### src/hdl/rcc_defines.vh
// Constants of the 16-bit RISC processing core.
`ifndef RCC_DEFINES_VH
`define RCC_DEFINES_VH
`define RCC_REG_PC 4'h0
`define RCC_REG_SP 4'h1
`define RCC_REG_SR 4'h2
`define RCC_REG_CG2 4'h3
`define RCC_SR_C 0
`define RCC_SR_Z 1
`define RCC_SR_N 2
`define RCC_SR_V 8
`define RCC_RESET_VECTOR 16'hFFFE
`define RCC_AS_REG 2'h0
`define RCC_AS_IDX 2'h1
`define RCC_AS_IND 2'h2
`define RCC_AS_INC 2'h3
`define RCC_ST_FETCH 4'h0
`define RCC_ST_SRCX 4'h1
`define RCC_ST_SRCRD 4'h2
`define RCC_ST_DSTX 4'h3
`define RCC_ST_DSTRD 4'h4
`define RCC_ST_EXEC 4'h5
`define RCC_ST_WRITE 4'h6
`define RCC_ST_VEC 4'h7
`endif

### src/hdl/rcc_core.v
// Multicycle 16-bit RISC instruction core with memory bus master.
// Contract
// RULE_01: Seven source modes, four destination modes are resolved.
// RULE_02: Sixteen 16-bit registers are directly addressable operands.
// RULE_03: A register-to-register instruction completes in one execute cycle.
// RULE_04: Counter, stack pointer, status and constant registers are dedicated.
// RULE_05: The remaining registers are general purpose.
// RULE_06: 51 instructions in dual, single and jump formats are decoded; the code has no RETI, so single-operand op1 6 does nothing.
// RULE_07: Subroutine call pushes the program counter then loads the operand.
// RULE_08: Jump-if-not-equal is taken only when the zero flag is 0.
// RULE_09: Word operation by default, byte operation when the byte bit is set.
// RULE_10: Computed jump and call accept all source addressing modes.
// RULE_11: Peripherals share the bus reached by every memory instruction.
// RULE_12: Non-flow instructions work through the addressing-mode datapath.
// RULE_13: Autoincrement adds 2 after a word operand, 1 after a byte; the code always adds 2 to PC and SP.
// RULE_14: R0 counter, R1 stack, R2 status/constant, R3 second constant.
`timescale 1ns/1ps
`include "rcc_defines.vh"
module rcc_core (
    // Clock, reset and enable.
    input wire mclk,
    input wire rstn,
    input wire ce,
    // Memory and peripheral bus.
    output reg [15:0] bus_addr,
    output reg [15:0] bus_wdata,
    output reg bus_rd,
    output reg bus_wr,
    output reg bus_byte,
    input wire [15:0] bus_rdata,
    // Status.
    output reg [15:0] pc_out,
    output reg halted
);
    localparam S_RESET = 4'h8;
    reg [3:0] st_r;
    reg [15:0] byp_d_r;
    reg [3:0] byp_a_r;
    reg byp_v_r;
    reg [15:0] pc_r, sr_r, ir_r, src_r, dst_r, dadr_r, ext_r;
    reg [15:0] rf_wd;
    reg [3:0] rf_wa;
    reg rf_we, dst_mem_r;
    wire [15:0] ra_q, rb_q;

    // Instruction fields.
    wire fmt_jmp = (ir_r[15:13] == 3'h1);
    wire fmt_one = (ir_r[15:10] == 6'h04);
    wire [3:0] op = ir_r[15:12];
    wire [3:0] rs = fmt_one ? ir_r[3:0] : ir_r[11:8];
    wire [3:0] rd = ir_r[3:0];
    wire ad = ir_r[7] & ~fmt_one;
    wire [1:0] as_m = ir_r[5:4];
    wire bw = ir_r[6]; // RULE_09
    wire [2:0] op1 = ir_r[9:7];
    // Read addresses follow the word being fetched, so the registered
    // read data match the new opcode one cycle later.
    wire [15:0] ir_nx = (st_r == `RCC_ST_FETCH) ? bus_rdata : ir_r;
    wire [3:0] ra_s = (ir_nx[15:10] == 6'h04) ? ir_nx[3:0] : ir_nx[11:8];
    wire [3:0] ra_d = (ir_nx[15:10] == 6'h04 && ir_nx[9:8] == 2'h2) ?
        `RCC_REG_SP : ir_nx[3:0];
    // A write committed at the read edge is forwarded over the stale data.
    wire [15:0] ra_f = (byp_v_r && byp_a_r == rs) ? byp_d_r : ra_q;
    wire [15:0] rb_f = (byp_v_r && byp_a_r == rd) ? byp_d_r : rb_q;

    rcc_regfile #(.NREG(16), .AW(4)) u_rf ( // RULE_02
        .mclk(mclk), .ce(ce), .ra_a(ra_s), .ra_b(ra_d), .rd_a(ra_q),
        .rd_b(rb_q), .we(rf_we), .wa(rf_wa), .wd(rf_wd));

    // Constant generator values for R2/R3; returns 1 in bit 16 if used.
    function [16:0] cgen;
        input [3:0] r;
        input [1:0] m;
        begin
            cgen = 17'h00000;
            if (r == `RCC_REG_CG2) begin // RULE_14
                case (m)
                    2'h0: cgen = 17'h10000;
                    2'h1: cgen = 17'h10001;
                    2'h2: cgen = 17'h10002;
                    default: cgen = 17'h1FFFF;
                endcase
            end else if (r == `RCC_REG_SR && m[1]) begin
                cgen = m[0] ? 17'h10008 : 17'h10004;
            end
        end
    endfunction

    // Register read that honours the dedicated PC and status registers.
    function [15:0] rval;
        input [3:0] r;
        input [15:0] q;
        input [15:0] pc;
        input [15:0] sr;
        begin
            if (r == `RCC_REG_PC) rval = pc; // RULE_04
            else if (r == `RCC_REG_SR) rval = sr;
            else rval = q; // RULE_05
        end
    endfunction

    wire [16:0] cg = cgen(rs, as_m);
    wire [15:0] sreg = rval(rs, ra_f, pc_r, sr_r);
    wire [15:0] dreg = rval(rd, rb_f, pc_r, sr_r);
    wire [15:0] inc = bw ? 16'h0001 : 16'h0002; // RULE_13

    // Arithmetic and logic unit.
    reg [16:0] alu;
    reg [15:0] res, flg;
    reg wb;
    wire [15:0] sv = bw ? {8'h00, src_r[7:0]} : src_r;
    wire [15:0] dv = bw ? {8'h00, dst_r[7:0]} : dst_r;
    wire [16:0] sum = {1'b0, dv} + {1'b0, sv} + {16'h0000, op == 4'h6 &
        sr_r[`RCC_SR_C]};
    wire [16:0] dif = {1'b0, dv} + {1'b0, ~sv} + {16'h0000, op == 4'h8 |
        (op == 4'h9) | (op == 4'h7 & sr_r[`RCC_SR_C])};
    always @* begin
        alu = 17'h00000;
        wb = 1'b1;
        case (op) // RULE_06
            4'h4: alu = {1'b0, sv};
            4'h5, 4'h6: alu = sum;
            4'h7, 4'h8: alu = dif;
            4'h9: begin alu = dif; wb = 1'b0; end
            4'hA: alu = sum;
            4'hB: begin alu = {1'b0, dv & sv}; wb = 1'b0; end
            4'hC: alu = {1'b0, dv & ~sv};
            4'hD: alu = {1'b0, dv | sv};
            4'hE: alu = {1'b0, dv ^ sv};
            4'hF: alu = {1'b0, dv & sv};
            default: alu = {1'b0, sv};
        endcase
        if (fmt_one) begin
            case (op1)
                3'h0: alu = {sv[0], sr_r[`RCC_SR_C], sv[15:1]};
                3'h1: alu = {1'b0, sv[7:0], sv[15:8]};
                3'h2: alu = {sv[0], sv[15], sv[15:1]};
                3'h3: alu = {1'b0, {8{sv[7]}}, sv[7:0]};
                default: alu = {1'b0, sv};
            endcase
            wb = (op1 < 3'h4);
        end
        res = bw ? {8'h00, alu[7:0]} : alu[15:0];
        flg = sr_r;
        flg[`RCC_SR_Z] = (res == 16'h0000);
        flg[`RCC_SR_N] = bw ? res[7] : res[15];
        flg[`RCC_SR_C] = bw ? (sv[7:0] + dv[7:0] > 9'h0FF) & (op == 4'h5)
            | alu[8] & (op != 4'h5) : alu[16];
    end

    // Jump condition from the status flags.
    reg jtake;
    always @* begin
        case (ir_r[12:10])
            3'h0: jtake = ~sr_r[`RCC_SR_Z]; // RULE_08
            3'h1: jtake = sr_r[`RCC_SR_Z];
            3'h2: jtake = ~sr_r[`RCC_SR_C];
            3'h3: jtake = sr_r[`RCC_SR_C];
            3'h4: jtake = sr_r[`RCC_SR_N];
            3'h5: jtake = ~(sr_r[`RCC_SR_N] ^ sr_r[`RCC_SR_V]);
            3'h6: jtake = sr_r[`RCC_SR_N] ^ sr_r[`RCC_SR_V];
            default: jtake = 1'b1;
        endcase
    end

    wire [15:0] joff = {ir_r[9], ir_r[9], ir_r[9], ir_r[9], ir_r[9],
        ir_r[9:0], 1'b0};
    wire is_call = fmt_one & (op1 == 3'h5);
    wire is_push = fmt_one & (op1 == 3'h4);
    wire w_sr = ~fmt_one & (op == 4'h5 | op == 4'h6 | op == 4'h7 |
        op == 4'h8 | op == 4'h9 | op == 4'hB | op == 4'hE | op == 4'hF) |
        fmt_one & (op1 != 3'h1) & (op1 < 3'h4);

    always @(posedge mclk) begin
        if (!rstn) begin
            st_r <= S_RESET;
            pc_r <= 16'h0000;
            sr_r <= 16'h0000;
            ir_r <= 16'h0000;
            src_r <= 16'h0000;
            dst_r <= 16'h0000;
            dadr_r <= 16'h0000;
            ext_r <= 16'h0000;
            dst_mem_r <= 1'b0;
            rf_we <= 1'b0;
            rf_wa <= 4'h0;
            rf_wd <= 16'h0000;
            byp_v_r <= 1'b0;
            byp_a_r <= 4'h0;
            byp_d_r <= 16'h0000;
            bus_addr <= `RCC_RESET_VECTOR;
            bus_wdata <= 16'h0000;
            bus_rd <= 1'b0;
            bus_wr <= 1'b0;
            bus_byte <= 1'b0;
            pc_out <= 16'h0000;
            halted <= 1'b1;
        end else if (ce) begin
            byp_v_r <= rf_we;
            byp_a_r <= rf_wa;
            byp_d_r <= rf_wd;
            rf_we <= 1'b0;
            bus_rd <= 1'b0;
            bus_wr <= 1'b0;
            bus_byte <= 1'b0;
            pc_out <= pc_r;
            case (st_r)
                S_RESET: begin
                    bus_addr <= `RCC_RESET_VECTOR;
                    bus_rd <= 1'b1;
                    st_r <= `RCC_ST_SRCRD;
                    ir_r <= 16'h4030; // Load vector into PC via MOV path.
                    halted <= 1'b0;
                end
                `RCC_ST_FETCH: begin
                    ir_r <= bus_rdata;
                    pc_r <= pc_r + 16'h0002;
                    st_r <= `RCC_ST_SRCX;
                end
                `RCC_ST_SRCX: begin
                    // Register file outputs now valid for the new opcode.
                    dst_r <= dreg;
                    dst_mem_r <= ad;
                    if (fmt_jmp) begin
                        if (jtake) pc_r <= pc_r + joff;
                        bus_addr <= jtake ? pc_r + joff : pc_r;
                        bus_rd <= 1'b1;
                        st_r <= `RCC_ST_FETCH;
                    end else if (cg[16]) begin
                        src_r <= cg[15:0];
                        st_r <= ad ? `RCC_ST_DSTX : `RCC_ST_EXEC;
                        bus_addr <= pc_r;
                        bus_rd <= ad;
                    end else if (as_m == `RCC_AS_REG) begin // RULE_01
                        src_r <= sreg;
                        st_r <= ad ? `RCC_ST_DSTX : `RCC_ST_EXEC; // RULE_03
                        bus_addr <= pc_r;
                        bus_rd <= ad;
                    end else if (as_m == `RCC_AS_IDX) begin // RULE_12
                        bus_addr <= pc_r;
                        bus_rd <= 1'b1;
                        pc_r <= pc_r + 16'h0002;
                        st_r <= `RCC_ST_DSTRD;
                        dst_mem_r <= ad;
                        ext_r <= (rs == `RCC_REG_SR) ? 16'h0000 : sreg;
                    end else begin
                        // Indirect, autoincrement and immediate (@PC+).
                        bus_addr <= sreg; // RULE_10
                        bus_rd <= 1'b1;
                        bus_byte <= bw;
                        if (as_m == `RCC_AS_INC) begin
                            if (rs == `RCC_REG_PC) pc_r <= pc_r + 16'h0002;
                            else begin
                                rf_we <= 1'b1;
                                rf_wa <= rs;
                                rf_wd <= sreg + ((rs == `RCC_REG_SP) ?
                                    16'h0002 : inc); // RULE_13
                            end
                        end
                        st_r <= `RCC_ST_SRCRD;
                    end
                end
                `RCC_ST_DSTRD: begin
                    // Source index word arrived; read the indexed operand.
                    bus_addr <= ext_r + bus_rdata;
                    bus_rd <= 1'b1;
                    bus_byte <= bw;
                    st_r <= `RCC_ST_SRCRD;
                end
                `RCC_ST_SRCRD: begin
                    src_r <= bus_rdata;
                    bus_addr <= pc_r;
                    bus_rd <= dst_mem_r;
                    st_r <= dst_mem_r ? `RCC_ST_DSTX : `RCC_ST_EXEC;
                end
                `RCC_ST_DSTX: begin
                    // Destination index word; symbolic/absolute alike.
                    pc_r <= pc_r + 16'h0002;
                    dadr_r <= bus_rdata + ((rd == `RCC_REG_SR) ? 16'h0000 :
                        dreg - ((rd == `RCC_REG_PC) ? 16'h0002 : 16'h0000));
                    bus_addr <= bus_rdata + ((rd == `RCC_REG_SR) ?
                        16'h0000 : dreg);
                    bus_rd <= 1'b1; // RULE_11
                    bus_byte <= bw;
                    st_r <= `RCC_ST_VEC;
                end
                `RCC_ST_VEC: begin
                    dst_r <= bus_rdata;
                    st_r <= `RCC_ST_EXEC;
                end
                `RCC_ST_EXEC: begin
                    if (w_sr && !(is_push || is_call)) sr_r <= flg;
                    bus_addr <= pc_r;
                    bus_rd <= 1'b1;
                    st_r <= `RCC_ST_FETCH;
                    if (is_push || is_call) begin
                        rf_we <= 1'b1;
                        rf_wa <= `RCC_REG_SP;
                        rf_wd <= rb_f - 16'h0002;
                        bus_addr <= rb_f - 16'h0002;
                        bus_wdata <= is_call ? pc_r : sv; // RULE_07
                        bus_wr <= 1'b1;
                        bus_rd <= 1'b0;
                        bus_byte <= bw & is_push;
                        st_r <= `RCC_ST_WRITE;
                        if (is_call) pc_r <= src_r; // RULE_07
                    end else if (wb && dst_mem_r) begin
                        bus_addr <= dadr_r;
                        bus_wdata <= res;
                        bus_wr <= 1'b1;
                        bus_rd <= 1'b0;
                        bus_byte <= bw;
                        st_r <= `RCC_ST_WRITE;
                    end else if (wb) begin
                        if (rd == `RCC_REG_PC) begin // RULE_10
                            pc_r <= res;
                            bus_addr <= res;
                        end else if (rd == `RCC_REG_SR) sr_r <= res;
                        else begin
                            rf_we <= 1'b1;
                            rf_wa <= rd;
                            rf_wd <= res;
                        end
                    end
                end
                `RCC_ST_WRITE: begin
                    bus_addr <= pc_r;
                    bus_rd <= 1'b1;
                    st_r <= `RCC_ST_FETCH;
                end
                default: st_r <= S_RESET;
            endcase
        end
    end
endmodule

### src/hdl/rcc_regfile.v
// Sixteen-entry register file with registered read ports.
`timescale 1ns/1ps
module rcc_regfile #(
    parameter NREG = 16,
    parameter AW = 4
) (
    // Clock and enable.
    input wire mclk,
    input wire ce,
    // Read ports.
    input wire [AW-1:0] ra_a,
    input wire [AW-1:0] ra_b,
    output reg [15:0] rd_a,
    output reg [15:0] rd_b,
    // Write port.
    input wire we,
    input wire [AW-1:0] wa,
    input wire [15:0] wd
);
    reg [15:0] mem [0:NREG-1];

    always @(posedge mclk) begin
        if (ce) begin
            if (we) begin
                mem[wa] <= wd;
            end
            rd_a <= mem[ra_a];
            rd_b <= mem[ra_b];
        end
    end
endmodule

### config.mk
export PLATFORM = sky130hd
export DESIGN_NAME = rcc_core
export DESIGN_NICKNAME = d
export VERILOG_FILES = /design/src/hdl/rcc_core.v /design/src/hdl/rcc_regfile.v
export VERILOG_INCLUDE_DIRS = /design/src /design/src/hdl
export SDC_FILE = /design/constraint.sdc
export NUM_CORES = 2
export LEC_CHECK = 0
export BUFFER_PORTS_ARGS = -buffer_cell sky130_fd_sc_hd__buf_2
export CAP_MARGIN = 20
export CORE_MARGIN = 2
export CORE_UTILIZATION = 28
export CTS_BUF_LIST = sky130_fd_sc_hd__clkbuf_8
export DETAILED_ROUTE_END_ITERATION = 8
export PLACE_DENSITY_LB_ADDON = 0.2
export SYNTH_ARGS = -nofsm -noshare
export SYNTH_HDL_FRONTEND = slang
export SYNTH_SLANG_ARGS = --single-unit
### constraint.sdc
create_clock -name mclk -period 11.9 [get_ports mclk]
set_input_delay 2.38 -clock mclk [delete_from_list [all_inputs] [get_ports mclk]]
set_output_delay 2.38 -clock mclk [all_outputs]
set_load 0.1 [all_outputs]
; Yosys cells after proc, flatten, opt, wreduce, memory -nomap -nowiden
; Memories as Yosys holds them, arrays and structs flattened. A register that Yosys moved wholly into a read port is not among the register bits.
; Cells that the tools add are included.
[word_totals]
ff_bits = 211
latch_bits = 0
mem_bits_rw = 256
romBits = 0
in_bits = 19
word_cells = 307
n_memories = 1
[classes]
n_addsub = 13
multipliers = 0
div = 0
order_cmp = 2
n_eq_ne = 61
n_shift = 0
n_mux = 130
n_bitwise = 35
n_reduce_logical = 43
[mem_list]
columns = name, words, word_bits, read_ports, rd_clocked_by_memory_dff, wr, line
row1 = u_rf.mem, 16, 16, 2, 2, 1, rcc_regfile.v:20  ; reg [15:0] mem [0:NREG-1];
[op_table]
columns = operator, n
row1 = 16-bit two-way mux, 53
row2 = 16-bit case mux with 2 select lines, 4
row3 = 17-bit case mux with 6 select lines, 1
row4 = 16-bit case mux with 3 select lines, 2
row5 = 16-bit case mux with 6 select lines, 1
row6 = 17-bit case mux with 4 select lines, 1
row7 = 16-bit adder, 4
row8 = 4-bit two-way mux, 15
row9 = 17-bit two-way mux, 3
row10 = 4-bit == test (second input constant), 9
row11 = 16-bit by 16-bit adder with 17-bit output, 2
row12 = 17-bit by 1-bit adder with 17-bit output, 2
row13 = 16-bit bitwise AND, 2
row14 = 1-bit two-way mux, 32
row15 = 4-bit case mux with 8 select lines, 1
row16 = 4-bit by 3-bit == test with 1-bit output (second input constant), 7
row17 = 3-bit two-way mux, 9
row18 = 3-bit inequality test (second input constant), 8
row19 = 4-bit by 2-bit == test with 1-bit output (second input constant), 5
row20 = 16-bit by 2-bit adder with 16-bit output, 1
row21 = 16-bit by 2-bit adder with 16-bit output (second input constant), 1
row22 = 16-bit logical NOT, 1
row23 = 16-bit inverter, 1
row24 = 16-bit OR, 1
row25 = other kinds (46), 118

; Depth between registers and ports, before layout
[depth]
depth_word = 17
depth_mapped = 26
mapped_depth_nobuf = 22

; Modules after synthesis
; A second synthesis with hierarchy kept.
[hier_totals]
hier_cells = 3340
hier_area_um2 = 31984.4
[by_module_without_submodules]
columns = mod, instances, cells_each, area_each_um2
row1 = rcc_core, 1, 2754, 19336.0
row2 = rcc_regfile, 1, 586, 12648.4

; Least setup slack after synthesis
; No wires, ideal clock.
[synth_timing]
kind = input port to flip-flop
start = in bus_rdata[13]
end = reg u_rf.rd_a[10] (read register of u_rf.mem) (data pin)
setup_ns = 0.146
arrival_ns = 5.193
path_slack_ns = 6.561
stages = 12
path_buffers = 3
cell_sequence = or4b_2 -> nor3_1 -> mux2i_1 -> nand2_1 -> o21ai_0 -> clkbuf_1 -> clkbuf_1 -> clkbuf_1 -> nand2_1 -> a311oi_1 -> a21oi_1 -> a21oi_1
[synth_between]
elab_chain_len = 3
[synth_rtl]
columns = item, line
row1 = start: declaration, rcc_core.v:30  ; input wire [15:0] bus_rdata,
row2 = 16-bit two-way mux, rcc_core.v:58  ; wire [15:0] ir_nx = (st_r == `RCC_ST_FETCH) ? bus_rdata : ir_r;
row3 = 6-bit by 3-bit == test with 1-bit output, rcc_core.v:59  ; wire [3:0] ra_s = (ir_nx[15:10] == 6'h04) ? ir_nx[3:0] : ir_nx[11:8];
row4 = 4-bit two-way mux, rcc_core.v:59
row5 = end: declaration, rcc_regfile.v:13  ; output reg [15:0] rd_a,
; Every way passes these cells.
; A chain may end at the register's enable or synchronous reset.

; Worst setup path after layout
[layout_timing]
start = reg ir_r[2]
end = reg dadr_r[15]
[layout_between]
elab_chain_len = 8
[layout_rtl]
columns = item, line
row1 = start: declaration, rcc_core.v:40  ; reg [15:0] pc_r, sr_r, ir_r, src_r, dst_r, dadr_r, ext_r;
row2 = start signal: assignment, rcc_core.v:216  ; ir_r <= bus_rdata;
row3 = 4-bit == test, rcc_core.v:64  ; wire [15:0] rb_f = (byp_v_r && byp_a_r == rd) ? byp_d_r : rb_q;
row4 = 1-bit logical AND, rcc_core.v:64
row5 = 16-bit two-way mux, rcc_core.v:64
row6 = 16-bit two-way mux, rcc_core.v:97  ; else if (r == `RCC_REG_SR) rval = sr;
row7 = 16-bit two-way mux, rcc_core.v:96  ; if (r == `RCC_REG_PC) rval = pc;
row8 = 16-bit by 2-bit subtractor with 16-bit output, rcc_core.v:280  ; dreg - ((rd == `RCC_REG_PC) ? 16'h0002 : 16'h0000));
row9 = 16-bit two-way mux *, rcc_core.v:279  ; dadr_r <= bus_rdata + ((rd == `RCC_REG_SR) ? 16'h0000 :
row10 = 16-bit adder *, rcc_core.v:279
row11 = end signal: assignment, rcc_core.v:279
row12 = end: declaration, rcc_core.v:40
; Every way passes the cells marked *; elsewhere a longest branch is shown, timed or not.

==> summary.md <==
| Metric | Value |
|---|---|
| Setup_tns | 0 ns |
| Final number of hold-violating endpoints | 0 |
| Initial antenna violation count | 4 |
| Layout Area Growth over Synthesis | 13.4% |
| Routability congestion estimate from global placement | 1.01 |
| Buffer type at the clock tree root | clkbuf_8 |
| Ranking of synthesized cells by instance count | nand2_1 (463), nor2_1 (390), a21oi_1 (317) |
| Maximum number of pins on one net before global-route repair | 91 |
| Cells along the critical path | buf_4 > xnor2_1 > and3_1 > nand2_1 > buf_4 > mux2i_1 > a21oi_1 > nor2b_1 > a31oi_1 > o22ai_1 > ha_1 > nor3_1 > nor2_1 > a31oi_1 > nor2b_1 > o21ai_0 > a21oi_1 > a21o_1 > a21oi_1 > o21ai_0 > xnor2_1 > a21oi_1 |
| Mean instance size in the synthesized netlist | 8.49 um^2 |
| Number of nets produced by synthesis | 3910 |
| Number of iterations in the first detailed-routing pass | 8 |
| TritonCTS sink count | 499 |
| Cts repair resizes | 0 |
| Adder and majority gate portion of the synthesized area | 4.33% |
| Register bit total from synthesis | 499 |
| Largest delay contributor family on the critical path | compound AO/OA/AOI/OAI gates |
| Critical path startpoint category | register |
| Leading cell types by total area after synthesis | edfxtp_1 (27%), dfxtp_1 (13%), nand2_1 (5.4%), a21oi_1 (4.9%), nor2_1 (4.6%) |
| Gr ovfl total | 0 |
| Transition time at the pin with the least slew margin | 1.21 ns |
| WS Path Type | register to register |
| I/O Pins | 71 |
| Floorplan die area | 118000 um^2 |
| CTS clock-pin slew for the worst setup and hold paths | 0.07 ns |
| Initial cell density of the core | 28.2% |
| Vias | 30600 |
| Number of cells on the worst hold path | 2 |
| Total global routing track utilization | 24.2% |
| Number of CTS-inserted buffers | 94 |
| Startpoint of the most critical hold path | halted$_SDFFE_PN1P_ |
| Synth Warn # | 0 |
| Count of standard-cell rows | 124 |
| Final cycle utilization of the critical path | 50.1% |
| Final routed wire length divided by cell count | 27.3 um |
| Post-route cell area | 36500 um^2 |
| Portion of netlist area occupied by mux cells | 3.48% |
| Reg-to-Reg End | dadr_r[15]$_SDFFE_PN0P_ |
| Synth Area in Simple Gates | 20.4% |
| DP Area | 34400 um^2 |
| Setup crit end kind | register |
| Die Y | 343 um |
| Hold Path Class | register to register |
| Fraction of final layout cells sized beyond drive strength 1 | 10.9% |
| Reported max-cap violation count | 0 |
| Die boundary width | 343 um |
| RSZ-0062 raised after global routing | false |
| Post-synthesis instance area | 32100 um^2 |
| Startpoint of the worst-slack reg-to-reg timing path | ir_r[2]$_SDFFE_PN0P_ |
| Post-layout power | 4.65 mW |
| Worst vdd rail ir drop | 0.0000717 V |
| Outcome | completed |
| Largest area contributor in the synthesized netlist | edfxtp_1 |
| Clock tree from TritonCTS | done |
| I/O Buffers | 70 |
| Dominant synthesized flop cell | edfxtp_1 |
| Area share of the largest cell type after synthesis | 26.9% |
| Critical-path cell with the highest stage delay | a21oi_1 |
| Wire length of the first global-routing pass | 208000 um |
| Antenna violation net count after detailed routing | 0 |
| Worst Hold Margin | 0.440 ns |
| Leakage power | 12.4 nW |
| Placed Cells | 5196 |
| Setup skew after layout | 0.0643 ns |
| Asr flop ratio synth | 0% |
| Vias in the first global route | 28900 |
| Synthesized-area fraction occupied by ao, oa, aoi and oai cells | 24.5% |
| Crit path top cell by count | a21oi_1 |
| Endpoint, Worst Hold | halted$_SDFFE_PN1P_ |
| Detailed Route WL | 147000 um |
| Required time of the worst setup path | 12.53 ns |
| Maximum clock frequency | 168 MHz |
| Clock buffer depth | 3 |
| Delay of the slowest cell on the worst path | 0.76 ns |
| Pwr dens | 128 nW/um^2 |
| Sum of buffers and inverters on the critical path | 2 |
| Number of nets at the end of the flow | 3905 |
| Final setup violation count | 0 |
| Post-synth EDFFs | 288 |
| Skew-Pair Late Insertion Delay | 0.79 ns |
| Tmin final | 5.96 ns |
| Iteration-0 DRC count of the detailed router | 3333 |
| Slew Limit Fails | 0 |
| Fraction of the yosys area taken by sequential cells | 40.0% |
| Number of distinct library cells after synthesis | 96 |
| Post-synthesis cell count | 3786 |
| H-tree depth | 3 |
| Largest family of logic cells by synthesized area | compound AO/OA/AOI/OAI gates |
| Rel. slew slack | 19.3% |
| Most common cell in the netlist | nand2_1 |
| Filler instances | 12100 |
| Maximum fanout along the worst path | 14 |
| Cells on worst reg2reg path | 22 |
| Non-filler instance count after layout | 5376 |
| Setup fix buffers added after clock tree synthesis | 0 |
| Area of the core | 114000 um^2 |
| Number of buffers inserted by hold repair at cts | 0 |
| Minimum setup slack among reg-to-reg paths | 5.94 ns |
| Crit path DAT | 6.59 ns |
| Vias per std cell | 5.69 |
| Xor/xnor share of the synthesized area | 2.72% |
| Residual DRC count | 0 |
| Dpl hpwl | 103000 um |
## layer usage
layer | global-route usage, % | part of all wire, % | vias up
met5 | 0 | 0 | -
met4 | 14.8 | 6.7 | 0
met3 | 3.60 | 6.6 | 322
met2 | 38.2 | 45 | 1326
met1 | 31.1 | 42 | 14900
li1 | - | - | 14000
## layout make-up
| cell class | instances | area, um^2 | share of cell area (%) |
|---|---|---|---|
| antenna | 4 | 10.0 | 0.0274 |
| clock buffer | 101 | 1390 | 3.81 |
| clock inverter | 74 | 634 | 1.74 |
| inverter | 79 | 299 | 0.820 |
| multi-input combinational | 2908 | 18000 | 49.5 |
| sequential | 499 | 12900 | 35.3 |
| tap | 1512 | 1890 | 5.19 |
| timing repair buffer | 199 | 1330 | 3.66 |
## sequential cells by signal (all words and copies together) (netlist names), 16 cells and up
| signal | count |
|---|---|
| bus_addr | 16 |
| bus_wdata | 16 |
| byp_d_r | 16 |
| dadr_r | 16 |
| dst_r | 16 |
| ext_r | 16 |
| ir_r | 16 |
| pc_out | 16 |
| pc_r | 16 |
| rf_wd | 16 |
| sr_r | 16 |
| src_r | 16 |
| u_rf.mem | 256 |
| u_rf.rd_a | 16 |
| u_rf.rd_b | 16 |
## worst min-delay path, stage by stage (launching register included)
cell and delay, ns:
dfxtp_1 0.31, nand2_1 0.05, nand2_1 0.04
## power by group
group / switching [mW] / total (mW) / leakage [nW] / internal (mW)
clock network: 0.857 / 1.85 / 1.11 / 0.997
registers: 0.0401 / 1.88 / 3.78 / 1.84
logic: 0.621 / 0.918 / 7.53 / 0.298
## cells by family (layout without fill, tap and decap cells)
kind of cell	after synthesis	after routing
xor gates and xnor gates	100	100
other	0	4
DFF	499	499
buffers and inverters	379	453
adders and majority gates	106	106
muxes	110	110
and+or+nand+nor	1407	1407
AOI/OAI and AO/OA	1185	1185
## cell usage in the layout, fill, tap and decap left out, drive strengths merged, types with 22 or more instances in the layout
cell type,Yosys,final
nand3,80,80
a211oi,172,172
buf,37,198
o311ai,37,37
clkbuf,263,102
a31oi,87,87
dfxtp,211,211
xnor2,61,61
o22ai,35,35
o221ai,22,22
edfxtp,288,288
a21oi,317,317
ha,96,96
nor3,114,114
o211ai,65,65
o21ai,182,182
and2,125,125
nand2b,42,42
inv,78,104
nor2,391,391
clkinv,1,38
or3,57,57
nand2,464,464
a311oi,57,57
xor2,39,39
a22oi,37,37
nor2b,53,53
mux2i,96,96
## how the worst max path moves through the flow
stage,cells after the start,end,start,slack (ns)
3_5_place_dp,14,u_rf.rd_b[0]$_DFFE_PP_,bus_rdata[13],5.54
3_3_place_gp,12,u_rf.rd_a[6]$_DFFE_PP_,bus_rdata[13],5.38
5_1_grt,23,bus_addr[8]$_SDFFE_PN1P_,ir_r[0]$_SDFFE_PN0P_,5.71
6_report,22,dadr_r[15]$_SDFFE_PN0P_,ir_r[2]$_SDFFE_PN0P_,5.94
2_1_floorplan,12,u_rf.rd_a[10]$_DFFE_PP_,bus_rdata[13],6.56
4_1_cts,16,rf_wd[15]$_SDFFE_PN0P_,ir_r[12]$_SDFFE_PN0P_,5.93
## per-stage QoR
| step | setup slack, ns | util [%] |
|---|---|---|
| after floorplan | 6.56 | - |
| after global placement | 5.38 | 30.2 |
| after detailed placement | 5.54 | 30.2 |
| after CTS | 5.93 | 32.0 |
| after global routing | 5.71 | 32.0 |
| final | 5.94 | 32.0 |
Power figures use the tool's default switching activity.
